### config.mk
export PLATFORM = sky130hd
export DESIGN_NAME = dba_arbiter
export DESIGN_NICKNAME = d
export VERILOG_FILES = /design/src/core/dba_pkg.sv /design/src/core/dba_chan_check.sv /design/src/core/dba_arbiter.sv
export SDC_FILE = /design/constraint.sdc
export NUM_CORES = 1
export LEC_CHECK = 0
export BUFFER_PORTS_ARGS = -buffer_cell sky130_fd_sc_hd__buf_2
export CAP_MARGIN = 10
export CORE_ASPECT_RATIO = 1.2
export CORE_MARGIN = 3
export CORE_UTILIZATION = 60
export DETAILED_ROUTE_END_ITERATION = 8
export PLACE_DENSITY = 0.77
export REMOVE_ABC_BUFFERS = 1
export SYNTH_ARGS = -nofsm -noshare
export SYNTH_HDL_FRONTEND = slang
export SYNTH_HIERARCHICAL = 1
export SYNTH_SLANG_ARGS = --single-unit
### constraint.sdc
create_clock -name aclk -period 5.65 [get_ports aclk]
set_input_delay 1.4125 -clock aclk [delete_from_list [all_inputs] [get_ports aclk]]
set_output_delay 1.4125 -clock aclk [all_outputs]
set_load 0.01 [all_outputs]
### src/core/dba_pkg.sv
// Shared constants and types of the bus-mode and channel arbiter
package dba_pkg;
	localparam int          NCH          = 4;
	localparam int          ADDR_W       = 8;
	// Register byte offsets
	localparam logic [7:0]  OFS_CTRL     = 8'h00;
	localparam logic [7:0]  OFS_STAT     = 8'h04;
	localparam logic [3:0]  OFS_CH_HI    = 4'h1;
	// Control register bits
	localparam int          CTL_EN       = 0;
	localparam int          CTL_RR       = 1;
	localparam int          CTL_INT      = 2;
	localparam int          CTL_INT64    = 3;
	localparam logic [3:0]  CTL_MASK     = 4'hf;
	// Channel configuration bits (bits 31:16 hold the unit count)
	localparam int          CF_EN        = 0;
	localparam int          CF_SRC       = 1;
	localparam int          CF_BURST     = 3;
	localparam int          CF_DUAL      = 4;
	localparam int          CF_TRANSFER_ACKNOWLEDGE_OUTPUT      = 5;
	localparam int          CF_PERI      = 6;
	localparam int          CF_TMR_REQ   = 7;
	localparam int          CF_TMR_SRC   = 8;
	localparam int          CF_SZ        = 9;
	localparam int          CF_SZ_OK     = 11;
	localparam logic [15:0] CFG_MASK     = 16'h0fff;
	localparam int          CNT_LO       = 16;
	// Status register fields
	localparam int          ST_DONE      = 0;
	localparam int          ST_ERR       = 4;
	localparam int          ST_CUR       = 8;
	localparam int          ST_HELD      = 10;
	localparam int          ST_PTR       = 12;
	// Request sources and sizes
	localparam logic [1:0]  SRC_AUTO     = 2'h0;
	localparam logic [1:0]  SRC_EXT      = 2'h1;
	localparam logic [1:0]  SRC_PERI     = 2'h2;
	localparam logic [1:0]  SZ_128       = 2'h3;
	// Intermittent gaps, in bus-clock cycles (bus clock equals aclk here)
	localparam logic [6:0]  GAP_SHORT    = 7'h10;
	localparam logic [6:0]  GAP_LONG     = 7'h40;
	localparam logic [1:0]  RESP_OKAY    = 2'h0;
	localparam logic [1:0]  RESP_SLVERR  = 2'h2;

	typedef enum logic [2:0] {
		ST_IDLE,
		ST_ACQUIRE,
		ST_XFER,
		ST_DECIDE,
		ST_GAP
	} dba_state_type;
endpackage

### src/core/dba_chan_check.sv
// Legality check of one channel's request mode, bus mode, size and number
`timescale 1ns/10ps
`default_nettype none
module dba_chan_check #(
	parameter int CH = 0
) (
	input  wire logic [15:0] cfg,      // Channel configuration bits
	output logic             legal     // Configuration may run
);
	logic       ext;
	logic       peri_req;
	logic       low_ch;
	logic [1:0] src;
	logic       bad;

	assign src      = cfg[dba_pkg::CF_SRC +: 2];
	assign ext      = (src == dba_pkg::SRC_EXT);
	assign peri_req = (src == dba_pkg::SRC_PERI);
	assign low_ch   = (CH < 2);

	always_comb begin
		bad = 1'b0;
		if (src == 2'h3)
			bad = 1'b1;
		if (ext && !low_ch)
			bad = 1'b1;
		if (peri_req && !cfg[dba_pkg::CF_TMR_REQ] && cfg[dba_pkg::CF_BURST])
			bad = 1'b1;
		if (!cfg[dba_pkg::CF_DUAL]) begin
			// Single address: acknowledged device, external request, no 128-bit unit
			if (!cfg[dba_pkg::CF_TRANSFER_ACKNOWLEDGE_OUTPUT] || !ext || !low_ch || cfg[dba_pkg::CF_PERI])
				bad = 1'b1;
			if (cfg[dba_pkg::CF_SZ +: 2] == dba_pkg::SZ_128)
				bad = 1'b1;
		end else if (cfg[dba_pkg::CF_TRANSFER_ACKNOWLEDGE_OUTPUT]) begin
			if (!ext || !low_ch || cfg[dba_pkg::CF_PERI])
				bad = 1'b1;
		end else if (!cfg[dba_pkg::CF_PERI]) begin
			if (peri_req && !cfg[dba_pkg::CF_TMR_REQ])
				bad = 1'b1;
		end else begin
			if (!cfg[dba_pkg::CF_SZ_OK])
				bad = 1'b1;
			if (cfg[dba_pkg::CF_BURST] && !cfg[dba_pkg::CF_TMR_SRC])
				bad = 1'b1;
		end
	end

	assign legal = !bad;
endmodule // dba_chan_check
`default_nettype wire

### src/core/dba_arbiter.sv
// Four-channel transfer controller: bus-mode control, arbitration, register slave
//
// The AXI4-Lite slave port and the placing of the registers were left to the implementer.
`timescale 1ns/10ps
`default_nettype none
module dba_arbiter (
	input  wire logic        aclk,                         // Clock, 25 MHz
	input  wire logic        aresetn,                      // Synchronous reset, active low
	input  wire logic [7:0]  s_axi_awaddr,                 // Write address
	input  wire logic        s_axi_awvalid,                // Write address valid
	output logic             s_axi_awready,                // Write address ready
	input  wire logic [31:0] s_axi_wdata,                  // Write data
	input  wire logic [3:0]  s_axi_wstrb,                  // Write byte enables
	input  wire logic        s_axi_wvalid,                 // Write data valid
	output logic             s_axi_wready,                 // Write data ready
	output logic [1:0]       s_axi_bresp,                  // Write response
	output logic             s_axi_bvalid,                 // Write response valid
	input  wire logic        s_axi_bready,                 // Write response ready
	input  wire logic [7:0]  s_axi_araddr,                 // Read address
	input  wire logic        s_axi_arvalid,                // Read address valid
	output logic             s_axi_arready,                // Read address ready
	output logic [31:0]      s_axi_rdata,                  // Read data
	output logic [1:0]       s_axi_rresp,                  // Read response
	output logic             s_axi_rvalid,                 // Read data valid
	input  wire logic        s_axi_rready,                 // Read data ready
	input  wire logic [1:0]  transfer_request_input_n,     // External requests, low level
	input  wire logic [3:0]  periph_request,               // On-chip peripheral requests
	output logic             bus_request,                  // Bus wanted from other master
	input  wire logic        bus_grant,                    // Bus handed over
	output logic             cycle_start,                  // Unit cycle to bus state ctrl
	output logic [1:0]       cycle_channel,                // Channel of the unit cycle
	output logic [1:0]       cycle_size,                   // Size code of the unit
	output logic             cycle_dual,                   // Dual address unit
	input  wire logic        cycle_done,                   // Bus state controller finished
	output logic [1:0]       transfer_acknowledge_output   // Acknowledge, channels 0 and 1
);
	typedef struct packed {
		dba_pkg::dba_state_type st;
		logic [3:0]             ctrl;
		logic [3:0]             done;
		logic [3:0][15:0]       cfg;
		logic [3:0][15:0]       cnt;
		logic [1:0]             ptr;
		logic [1:0]             cur;
		logic                   last_cs;
		logic [6:0]             gap;
		logic                   aw_ok;
		logic [7:0]             awaddr;
		logic                   w_ok;
		logic [31:0]            wdata;
		logic [3:0]             wstrb;
		logic                   bvalid;
		logic [1:0]             bresp;
		logic                   rvalid;
		logic [1:0]             rresp;
		logic [31:0]            rdata;
		logic                   breq;
		logic                   cyc;
		logic [1:0]             ack;
	} dba_regs_type;

	dba_regs_type s_ff;
	dba_regs_type nxt_s;

	logic [3:0] legal;
	logic [3:0] pend;
	logic [3:0] burst;
	logic [3:0] elig;
	logic       any_burst;
	logic       have_win;
	logic [1:0] win;
	logic [1:0] base;

	genvar g;
	generate
		for (g = 0; g < dba_pkg::NCH; g++) begin : g_ch
			logic [1:0] src;
			logic       req;
			assign src = s_ff.cfg[g][dba_pkg::CF_SRC +: 2];
			if (g < 2) begin : g_ext
				// Level detection: a low input is a live request
				assign req = (src == dba_pkg::SRC_AUTO) ||
					(src == dba_pkg::SRC_EXT && !transfer_request_input_n[g]) ||
					(src == dba_pkg::SRC_PERI && periph_request[g]);
			end else begin : g_int
				assign req = (src == dba_pkg::SRC_AUTO) ||
					(src == dba_pkg::SRC_PERI && periph_request[g]);
			end
			dba_chan_check #(.CH(g)) u_check (
				.cfg   (s_ff.cfg[g]),
				.legal (legal[g])
			);
			assign burst[g] = s_ff.cfg[g][dba_pkg::CF_BURST];
			assign pend[g]  = s_ff.ctrl[dba_pkg::CTL_EN] && s_ff.cfg[g][dba_pkg::CF_EN] &&
				legal[g] && (s_ff.cnt[g] != 16'h0000) && req;
		end
	endgenerate

	assign any_burst = |(pend & burst);
	// After a cycle-steal unit the waiting burst gets the next unit
	assign elig      = (s_ff.last_cs && any_burst) ? (pend & burst) : pend;
	assign base      = s_ff.ctrl[dba_pkg::CTL_RR] ? s_ff.ptr : 2'h0;

	always_comb begin
		logic [1:0] idx;
		idx      = 2'h0;
		have_win = 1'b0;
		win      = 2'h0;
		for (int k = dba_pkg::NCH - 1; k >= 0; k--) begin
			idx = base + 2'(k);
			if (elig[idx]) begin
				have_win = 1'b1;
				win      = idx;
			end
		end
	end

	function automatic logic [31:0] merge(input logic [31:0] old, input logic [31:0] d,
		input logic [3:0] be);
		logic [31:0] r;
		r = old;
		for (int b = 0; b < 4; b++) begin
			if (be[b])
				r[8*b +: 8] = d[8*b +: 8];
		end
		return r;
	endfunction

	always_comb begin
		logic [31:0] old;
		logic [31:0] val;
		logic [1:0]  ch;
		nxt_s = s_ff;
		old   = 32'h0000_0000;
		val   = 32'h0000_0000;
		ch    = 2'h0;
		// Write channels are taken in either order, answered when both are in
		if (s_axi_awvalid && !s_ff.aw_ok) begin
			nxt_s.aw_ok  = 1'b1;
			nxt_s.awaddr = s_axi_awaddr;
		end
		if (s_axi_wvalid && !s_ff.w_ok) begin
			nxt_s.w_ok  = 1'b1;
			nxt_s.wdata = s_axi_wdata;
			nxt_s.wstrb = s_axi_wstrb;
		end
		if (s_ff.bvalid && s_axi_bready)
			nxt_s.bvalid = 1'b0;
		// Hardware completion flags; software clear below loses to a new set
		if (s_ff.st == dba_pkg::ST_XFER && cycle_done) begin
			nxt_s.cyc     = 1'b0;
			nxt_s.ack     = 2'h0;
			nxt_s.last_cs = !burst[s_ff.cur];
			nxt_s.cnt[s_ff.cur] = s_ff.cnt[s_ff.cur] - 16'h0001;
			if (s_ff.ctrl[dba_pkg::CTL_RR])
				nxt_s.ptr = s_ff.cur + 2'h1;
		end
		if (s_ff.aw_ok && s_ff.w_ok && !s_ff.bvalid) begin
			nxt_s.aw_ok  = 1'b0;
			nxt_s.w_ok   = 1'b0;
			nxt_s.bvalid = 1'b1;
			nxt_s.bresp  = dba_pkg::RESP_OKAY;
			ch           = s_ff.awaddr[3:2];
			if (s_ff.awaddr == dba_pkg::OFS_CTRL) begin
				val        = merge({28'h0000000, s_ff.ctrl}, s_ff.wdata, s_ff.wstrb);
				nxt_s.ctrl = val[3:0] & dba_pkg::CTL_MASK;
			end else if (s_ff.awaddr == dba_pkg::OFS_STAT) begin
				if (s_ff.wstrb[0])
					nxt_s.done = s_ff.done & ~s_ff.wdata[dba_pkg::ST_DONE +: 4];
			end else if (s_ff.awaddr[7:4] == dba_pkg::OFS_CH_HI && s_ff.awaddr[1:0] == 2'h0) begin
				old             = {nxt_s.cnt[ch], s_ff.cfg[ch]};
				val             = merge(old, s_ff.wdata, s_ff.wstrb);
				nxt_s.cfg[ch]   = val[15:0] & dba_pkg::CFG_MASK;
				nxt_s.cnt[ch]   = val[dba_pkg::CNT_LO +: 16];
			end else begin
				nxt_s.bresp = dba_pkg::RESP_SLVERR;
			end
		end
		if (s_ff.st == dba_pkg::ST_XFER && cycle_done && s_ff.cnt[s_ff.cur] == 16'h0001)
			nxt_s.done[s_ff.cur] = 1'b1;
		// Read path, one outstanding read
		if (s_ff.rvalid && s_axi_rready)
			nxt_s.rvalid = 1'b0;
		if (s_axi_arvalid && !s_ff.rvalid) begin
			nxt_s.rvalid = 1'b1;
			nxt_s.rresp  = dba_pkg::RESP_OKAY;
			nxt_s.rdata  = 32'h0000_0000;
			ch           = s_axi_araddr[3:2];
			if (s_axi_araddr == dba_pkg::OFS_CTRL)
				nxt_s.rdata[3:0] = s_ff.ctrl;
			else if (s_axi_araddr == dba_pkg::OFS_STAT) begin
				nxt_s.rdata[dba_pkg::ST_DONE +: 4] = s_ff.done;
				nxt_s.rdata[dba_pkg::ST_ERR +: 4]  = ~legal & {s_ff.cfg[3][dba_pkg::CF_EN],
					s_ff.cfg[2][dba_pkg::CF_EN], s_ff.cfg[1][dba_pkg::CF_EN],
					s_ff.cfg[0][dba_pkg::CF_EN]};
				nxt_s.rdata[dba_pkg::ST_CUR +: 2]  = s_ff.cur;
				nxt_s.rdata[dba_pkg::ST_HELD]      = s_ff.breq && bus_grant;
				nxt_s.rdata[dba_pkg::ST_PTR +: 2]  = s_ff.ptr;
			end else if (s_axi_araddr[7:4] == dba_pkg::OFS_CH_HI && s_axi_araddr[1:0] == 2'h0)
				nxt_s.rdata = {s_ff.cnt[ch], s_ff.cfg[ch]};
			else
				nxt_s.rresp = dba_pkg::RESP_SLVERR;
		end
		// Bus-mode sequencer
		case (s_ff.st)
			dba_pkg::ST_IDLE: begin
				if (|pend) begin
					nxt_s.breq = 1'b1;
					nxt_s.st   = dba_pkg::ST_ACQUIRE;
				end
			end
			dba_pkg::ST_ACQUIRE: begin
				if (!have_win) begin
					nxt_s.breq = 1'b0;
					nxt_s.st   = dba_pkg::ST_IDLE;
				end else if (bus_grant) begin
					nxt_s.cur = win;
					nxt_s.cyc = 1'b1;
					nxt_s.ack = {1'b0, win == 2'h0} | {win == 2'h1, 1'b0};
					if (s_ff.cfg[win][dba_pkg::CF_SRC +: 2] != dba_pkg::SRC_EXT)
						nxt_s.ack = 2'h0;
					nxt_s.st  = dba_pkg::ST_XFER;
				end
			end
			dba_pkg::ST_XFER: begin
				// Cycle length is set outside by the bus state controller
				if (cycle_done)
					nxt_s.st = dba_pkg::ST_DECIDE;
			end
			dba_pkg::ST_DECIDE: begin
				if (any_burst && have_win) begin
					nxt_s.cur = win;
					nxt_s.cyc = 1'b1;
					nxt_s.ack = {1'b0, win == 2'h0} | {win == 2'h1, 1'b0};
					if (s_ff.cfg[win][dba_pkg::CF_SRC +: 2] != dba_pkg::SRC_EXT)
						nxt_s.ack = 2'h0;
					nxt_s.st  = dba_pkg::ST_XFER;
				end else begin
					// No burst left wanting the bus: hand it back
					nxt_s.breq    = 1'b0;
					nxt_s.last_cs = 1'b0;
					if (s_ff.ctrl[dba_pkg::CTL_INT]) begin
						nxt_s.gap = s_ff.ctrl[dba_pkg::CTL_INT64] ?
							dba_pkg::GAP_LONG - 7'h01 : dba_pkg::GAP_SHORT - 7'h01;
						nxt_s.st  = dba_pkg::ST_GAP;
					end else begin
						nxt_s.st  = dba_pkg::ST_IDLE;
					end
				end
			end
			dba_pkg::ST_GAP: begin
				if (s_ff.gap == 7'h00)
					nxt_s.st = dba_pkg::ST_IDLE;
				else
					nxt_s.gap = s_ff.gap - 7'h01;
			end
			default: begin
				nxt_s.st = dba_pkg::ST_IDLE;
			end
		endcase
	end

	always_ff @(posedge aclk) begin
		if (!aresetn) begin
			s_ff     <= '0;
			s_ff.st  <= dba_pkg::ST_IDLE;
			s_ff.ptr <= 2'h0;
		end else begin
			s_ff <= nxt_s;
		end
	end

	assign s_axi_awready               = !s_ff.aw_ok;
	assign s_axi_wready                = !s_ff.w_ok;
	assign s_axi_bvalid                = s_ff.bvalid;
	assign s_axi_bresp                 = s_ff.bresp;
	assign s_axi_arready               = !s_ff.rvalid;
	assign s_axi_rvalid                = s_ff.rvalid;
	assign s_axi_rresp                 = s_ff.rresp;
	assign s_axi_rdata                 = s_ff.rdata;
	assign bus_request                 = s_ff.breq;
	assign cycle_start                 = s_ff.cyc;
	assign cycle_channel               = s_ff.cur;
	assign cycle_size                  = s_ff.cfg[s_ff.cur][dba_pkg::CF_SZ +: 2];
	assign cycle_dual                  = s_ff.cfg[s_ff.cur][dba_pkg::CF_DUAL];
	assign transfer_acknowledge_output = s_ff.ack;
endmodule // dba_arbiter
`default_nettype wire

==> Word-level counts from Yosys, hierarchy flattened <==
Cells that the tools add are included.
{ "totals": {"elab_cells": 361, "ff_bits": 239} }
{ "op_classes": {"muxes": 156, "addsub": 6, "eq_ne": 36, "magnitude_cmp": 10, "bitwise": 10, "n_reduce_logical": 115} }
{ "op_table": {"columns": ["op", "n"], "rows": [
  ["132-bit two-way mux", 2],
  ["128-bit two-way mux", 2],
  ["16-bit binary-select mux with 2-bit select", 7],
  ["64-bit bitwise mux", 3],
  ["8-bit two-way mux", 16],
  ["16-bit two-way mux", 6],
  ["66-bit two-way mux", 1],
  ["16-bit demux with 2-bit select", 2],
  ["16-bit nonzero test", 4],
  ["1-bit two-way mux", 58],
  ["1-bit logical AND", 50],
  ["4-bit two-way mux", 10],
  ["3-bit two-way mux", 13],
  ["35-bit two-way mux", 1],
  ["32-bit two-way mux", 1],
  ["2-bit two-way mux", 15],
  ["30-bit two-way mux", 1],
  ["2-bit by 3-bit < comparator with 1-bit output, second input constant", 8],
  ["1-bit zero test", 23],
  ["11-bit two-way mux", 2],
  ["2-bit == test, second input constant", 10],
  ["20-bit two-way mux", 1],
  ["2-bit inequality test, second input constant", 10],
  ["4-bit AND reduction", 5],
  ["other kinds (40)", 82]
]} }

==> Longest topological paths before layout <==
{ "logic_depth": {"ltp_word": 30, "ltp_mapped": 13, "mapped_depth_nobuf": 11} }

==> By module <==
Netlist, hierarchy kept.
{ "by_module_without_submodules": {"columns": ["module", "cells_per_inst", "instances", "area_per_inst_um2"], "rows": [
  ["dba_arbiter", 1499, 1, 12824.8],
  ["dba_chan_check at g_ch[0].u_check ...", 10, 2, 71.3],
  ["dba_chan_check at g_ch[2].u_check ...", 6, 2, 33.8]
]} }

==> Worst setup path after synthesis <==
Ideal clock, no wire load.
{ "synth_timing": {"path_kind": "input-to-reg", "start": "in periph_request[3]", "end": "reg s_ff, in the netlist transfer_acknowledge_output[1]", "slack_ps": 2169, "setup_ps": 101, "n_path_buf": 0, "stages": 8, "required_ps": 5549, "t_arrival_ps": 3380, "path_cell_list": "nor2b_1 nor3_1 a32oi_1 a311oi_1 or2_2 a311oi_1 nor2_1 o41ai_1"} }
{ "synth_between": {"elab_chain_cells": 20, "word_cells_on_any_way": 34} }
{ "synth_rtl": {"columns": ["element", "line_no", "source"], "rows": [
  ["start, declared", "dba_arbiter.sv:27", "input wire logic [3:0] periph_request,"],
  ["1-bit logical AND (*)", "dba_arbiter.sv:87", "(src == dba_pkg::SRC_PERI && periph_request[g]);"],
  ["1-bit logical OR (*)", "dba_arbiter.sv:86", "assign req = (src == dba_pkg::SRC_AUTO) ||"],
  ["1-bit logical AND (*)", "dba_arbiter.sv:95", "legal[g] && (s_ff.cnt[g] != 16'h0000) && req;"],
  ["4-bit bitwise AND", "dba_arbiter.sv:99, dba_arbiter.sv:101", null],
  ["4-bit OR reduction", "dba_arbiter.sv:99", "assign any_burst = |(pend & burst);"],
  ["1-bit logical AND", "dba_arbiter.sv:101", "assign elig = (s_ff.last_cs && any_burst) ? (pend & burst) : pend;"],
  ["4-bit two-way mux", "dba_arbiter.sv:101", null],
  ["1-bit binary-select mux with 2-bit select", "dba_arbiter.sv:111", "if (elig[idx]) begin"],
  ["1-bit two-way mux (not written as such)", "dba_arbiter.sv:111", null],
  ["2-bit two-way mux (4 in series)", "dba_arbiter.sv:111", null],
  ["16-bit binary-select mux with 2-bit select", "dba_arbiter.sv:220, dba_arbiter.sv:235", null],
  ["3-bit two-way mux (not written as such)", "dba_arbiter.sv:220, dba_arbiter.sv:235", null],
  ["2-bit by 1-bit inequality test with 1-bit output", "dba_arbiter.sv:220, dba_arbiter.sv:235", null],
  ["2-bit two-way mux", "dba_arbiter.sv:220, dba_arbiter.sv:235", null],
  ["3-bit two-way mux", "dba_arbiter.sv:216", "end else if (bus_grant) begin"],
  ["3-bit two-way mux", "dba_arbiter.sv:213", "if (!have_win) begin"],
  ["3-bit one-hot mux with 2 select lines (*)", "dba_arbiter.sv:205", "case (s_ff.st)"],
  ["end signal, assigned", "dba_arbiter.sv:269", "s_ff <= nxt_s;"],
  ["end, declared", "dba_arbiter.sv:62", "dba_regs_type s_ff;"]
]} }
Mark *: on every way between the ends. The rest lies on a longest branch, timed or not. The select of a mux whose other input is x is not followed.
A chain may end at the register's enable or synchronous reset.

==> Final worst setup path <==
{ "layout_timing": {"start": "reg s_ff, in the netlist cycle_channel[1]", "end": "reg s_ff[154] in the netlist's numbering"} }
{ "layout_between": {"elab_chain_cells": 18, "word_cells_on_any_way": 22} }
{ "layout_rtl": {"columns": ["element", "line_no", "source"], "rows": [
  ["branches (longest 4 deep; another with 16-bit by 1-bit subtractor with 16-bit output)", null, null],
  ["64-bit bitwise mux (*)", "dba_arbiter.sv:154", "nxt_s.cnt[s_ff.cur] = s_ff.cnt[s_ff.cur] - 16'h0001;"],
  ["66-bit two-way mux (*)", "dba_arbiter.sv:150", "if (s_ff.st == dba_pkg::ST_XFER && cycle_done) begin"],
  ["16-bit binary-select mux with 2-bit select", "dba_arbiter.sv:171", "old = {nxt_s.cnt[ch], s_ff.cfg[ch]};"],
  ["16-bit two-way mux (not written as such)", "dba_arbiter.sv:171", null],
  ["8-bit two-way mux", "dba_arbiter.sv:123", "if (be[b])"],
  ["8-bit two-way mux", "dba_arbiter.sv:170", "end else if (s_ff.awaddr[7:4] == dba_pkg::OFS_CH_HI && s_ff.awaddr[1:0] == 2'h0) begin"],
  ["8-bit two-way mux", "dba_arbiter.sv:167", "end else if (s_ff.awaddr == dba_pkg::OFS_STAT) begin"],
  ["8-bit two-way mux", "dba_arbiter.sv:164", "if (s_ff.awaddr == dba_pkg::OFS_CTRL) begin"],
  ["8-bit two-way mux", "dba_arbiter.sv:158", "if (s_ff.aw_ok && s_ff.w_ok && !s_ff.bvalid) begin"],
  ["64-bit bitwise mux", "dba_arbiter.sv:174", "nxt_s.cnt[ch] = val[dba_pkg::CNT_LO +: 16];"],
  ["128-bit two-way mux", "dba_arbiter.sv:170", null],
  ["128-bit two-way mux", "dba_arbiter.sv:167", null],
  ["132-bit two-way mux", "dba_arbiter.sv:164", null],
  ["132-bit two-way mux (*)", "dba_arbiter.sv:158", null]
]} }
Mark *: on every way between the ends. The select of a mux whose other input is x is not followed.

==> results.md <==
* Final Non-Filler Cells at 1,826
* Post-CTS Setup Bufs at 0
* Fin. Hold Viols at 0
* Post-synth top area cell: dfxtp_1
* Seq/Total Area, Yosys at 35.8%
* H-Tree Depth at 1
* Ports at between 100 and 150
* Tightest Hold Check Type: register to register
* Worst Skew at 18.7 ps
* Synth cell count leaders: 233 x dfxtp_1, 213 x nor2_1, 178 x nand2_1
* Initial antenna violation count at 0
* Post-CTS Hold Buffers at 0
* Count leader, synth: dfxtp_1
* CP Class: register to register
* Max FO, Critical Path at 15
* Worst vdd ir at between 200 and 300 uV
* Run status: completed
* Clock tree sinks at between 200 and 250
* Slew headroom at about a third
* Most frequent CP cell: mux4_2
* Req. time, crit path at approximately 6100 ps
* Core area at about 21,000 sq um
* CP Data Arrival Time at 4480 ps
* Wirelength per Cell at between 20 and 25 microns
* Worst-Skew Late Latency at roughly 540 ps
* Overall die width at between 100 and 150 microns
* DRT iter0 DRCs at ~1,500
* Slew Limit Fails at 0
* Max-cap violations at 0
* Largest net degree at the start of global routing at 66
* RD Place Congestion at roughly 0.97
* CTS root buf: clkbuf_16
* Number of I/O port buffers at 110
* Layout cells sized above 1 at 19.2%
* Total CTS buffers at 25
* Area share of the largest cell type after synthesis at around 36%
* Clock transition at path regs at ~60 ps
* FMAX at roughly 0.25 GHz
* Worst-margin pin slew at around 1000 ps
* Setup crit end kind: register
* Area grow syn2layout at 9.14%
* Starting Density at approximately three fifths
* CTS tree: done
* Die area at around 24,000 sq um
* DRC at 0
* Vias in the first global route at about 12,000
* EDFF count, synth at 0
* Post-DRT Antenna Nets at 0
* Hpwl dp at 25,900 microns
* First-pass GRT wire length at roughly 63,000 microns
* Antenna diodes at 0
* CTS max path bufs at 3
* Main flop type after synthesis: dfxtp_1
* Vias/cell at around 6.7
* Startpoint class of the critical path: register
* Iteration count of the initial detailed-routing pass at 8
* PD cells at ~260 nW/um^2
* # rows at 58
* Slowest cell on crit path: dfxtp_1
* Total negative slack at 0 ps
* Ys async rst share at 0%
* Final period util at 71.6%
* Leakage power at 5.33 nW
* Synth warn at 6
* Vias at 12,200
* RSZ-0062 raised after global routing: false
* Syn avg cell area at 8.51 sq um
* Area contributors post-synth: dfxtp_1 36%, mux4_2 12%, nor2_1 6.1%
* Synth Register Bits at 233
* GRT overflow at 0
* CTS-repair resized insts at 0
* Yosys cell types at 83
* Final critical-path required period at 4050 ps
* Cells after Synth at about 1,500
* CP delay by family, top: multiplexers
* Nets at 1,612
* Post-Route WL at a little under 40,000 microns
* Die extent in y at roughly 170 microns
* Final setup viols at 0
* CP peak stage delay at 830 ps
* Buf/Inv on CP at 1
* Placed Instances at 1,780
* Cell area after synthesis at approximately 13,000 sq um
* Gr usage total at about 33%
* Fillers at around 1,700
* CP cell instances: mux4_2 > inv_1 > ha_1 > nand4_1 > a21oi_2 > xor2_1 > mux2i_1 > mux4_2 > o211a_1 > a211oi_1
[area by class of cell]
type	count	area [sq um]	share of cell area [%]
well taps	270	338	2.37
flip-flops and latches	233	4670	32.8
multi-input cells	1115	7540	53.0
clock inverters	11	143	1.00
inverters	28	110	0.774
clock buffers	35	693	4.87
repair buffers	134	731	5.14
[per-stage QoR]
stage	power (mW)	area, sq um	hold WS, ps	worst slack (ps)	util [%]
after floorplan	1.88	12300	432	1590	-
after global placement	1.99	13400	439	1630	63.2
after detailed placement	2.00	13400	443	1520	63.2
after CTS	3.67	14200	452	1710	67.1
after global routing	3.76	14200	473	1440	67.1
final	3.66	14200	450	1600	67.1
[layout by cell type (no fill, tap or decap), types with 42 or more instances in the layout]
| cell | instances |
|---|---|
| nand2_1 | 177 |
| nand3_1 | 43 |
| mux2i_1 | 42 |
| o21ai_0 | 53 |
| buf_2 | 110 |
| nor2_1 | 209 |
| a21oi_1 | 122 |
| dfxtp_1 | 231 |
| mux4_2 | 69 |
| nor3_1 | 69 |
[worst paths after layout]
| path | start | endpoint | slack [ps] | cells after the start |
|---|---|---|---|---|
| max | cycle_channel[1]$_SDFFE_PN0P_ | s_ff[154]$_SDFF_PN0_ | 1600 | 10 |
| min | s_axi_rresp[1]$_SDFFE_PN0P_ | s_axi_rresp[1]$_SDFFE_PN0P_ | 450 | 2 |
| max reg2reg | cycle_channel[1]$_SDFFE_PN0P_ | s_ff[154]$_SDFF_PN0_ | 1600 | 10 |
| min reg2reg | s_axi_rresp[1]$_SDFFE_PN0P_ | s_axi_rresp[1]$_SDFFE_PN0P_ | 450 | 2 |
[routing by layer]
layer | part of all wire (%) | up-vias | global-route usage (%)
li1 | - | 5501 | -
met1 | 38 | 5645 | 43.5
met5 | 0 | - | 0
met2 | 45 | 870 | 52.3
met4 | 4.3 | 0 | 12.9
met3 | 12 | 157 | 7.34
[cell families (layout without fill, tap and decap cells)]
| family | Yosys count | after routing | synth area share (%) |
|---|---|---|---|
| other cells | 1 | 2 | 0.0288 |
| flops | 233 | 233 | 35.8 |
| mux | 126 | 126 | 16.4 |
| buf+inv | 184 | 208 | 6.65 |
| xor+xnor | 18 | 18 | 1.27 |
| compound gates | 329 | 329 | 16.5 |
| fa+ha+maj | 8 | 8 | 0.768 |
| simple gates | 632 | 632 | 22.6 |
[power breakdown]
part	switching [mW]	internal [mW]
Clock	0.692	0.996
Combinational	0.176	0.0968
Sequential	0.0256	1.67
Total	0.894	2.76
[tightest hold or removal path, stage by stage, from the launching register on]
cell and delay (ps):
dfxtp_1 310, nand2_1 50, a21oi_1 50
Power figures use the tool's default switching activity.
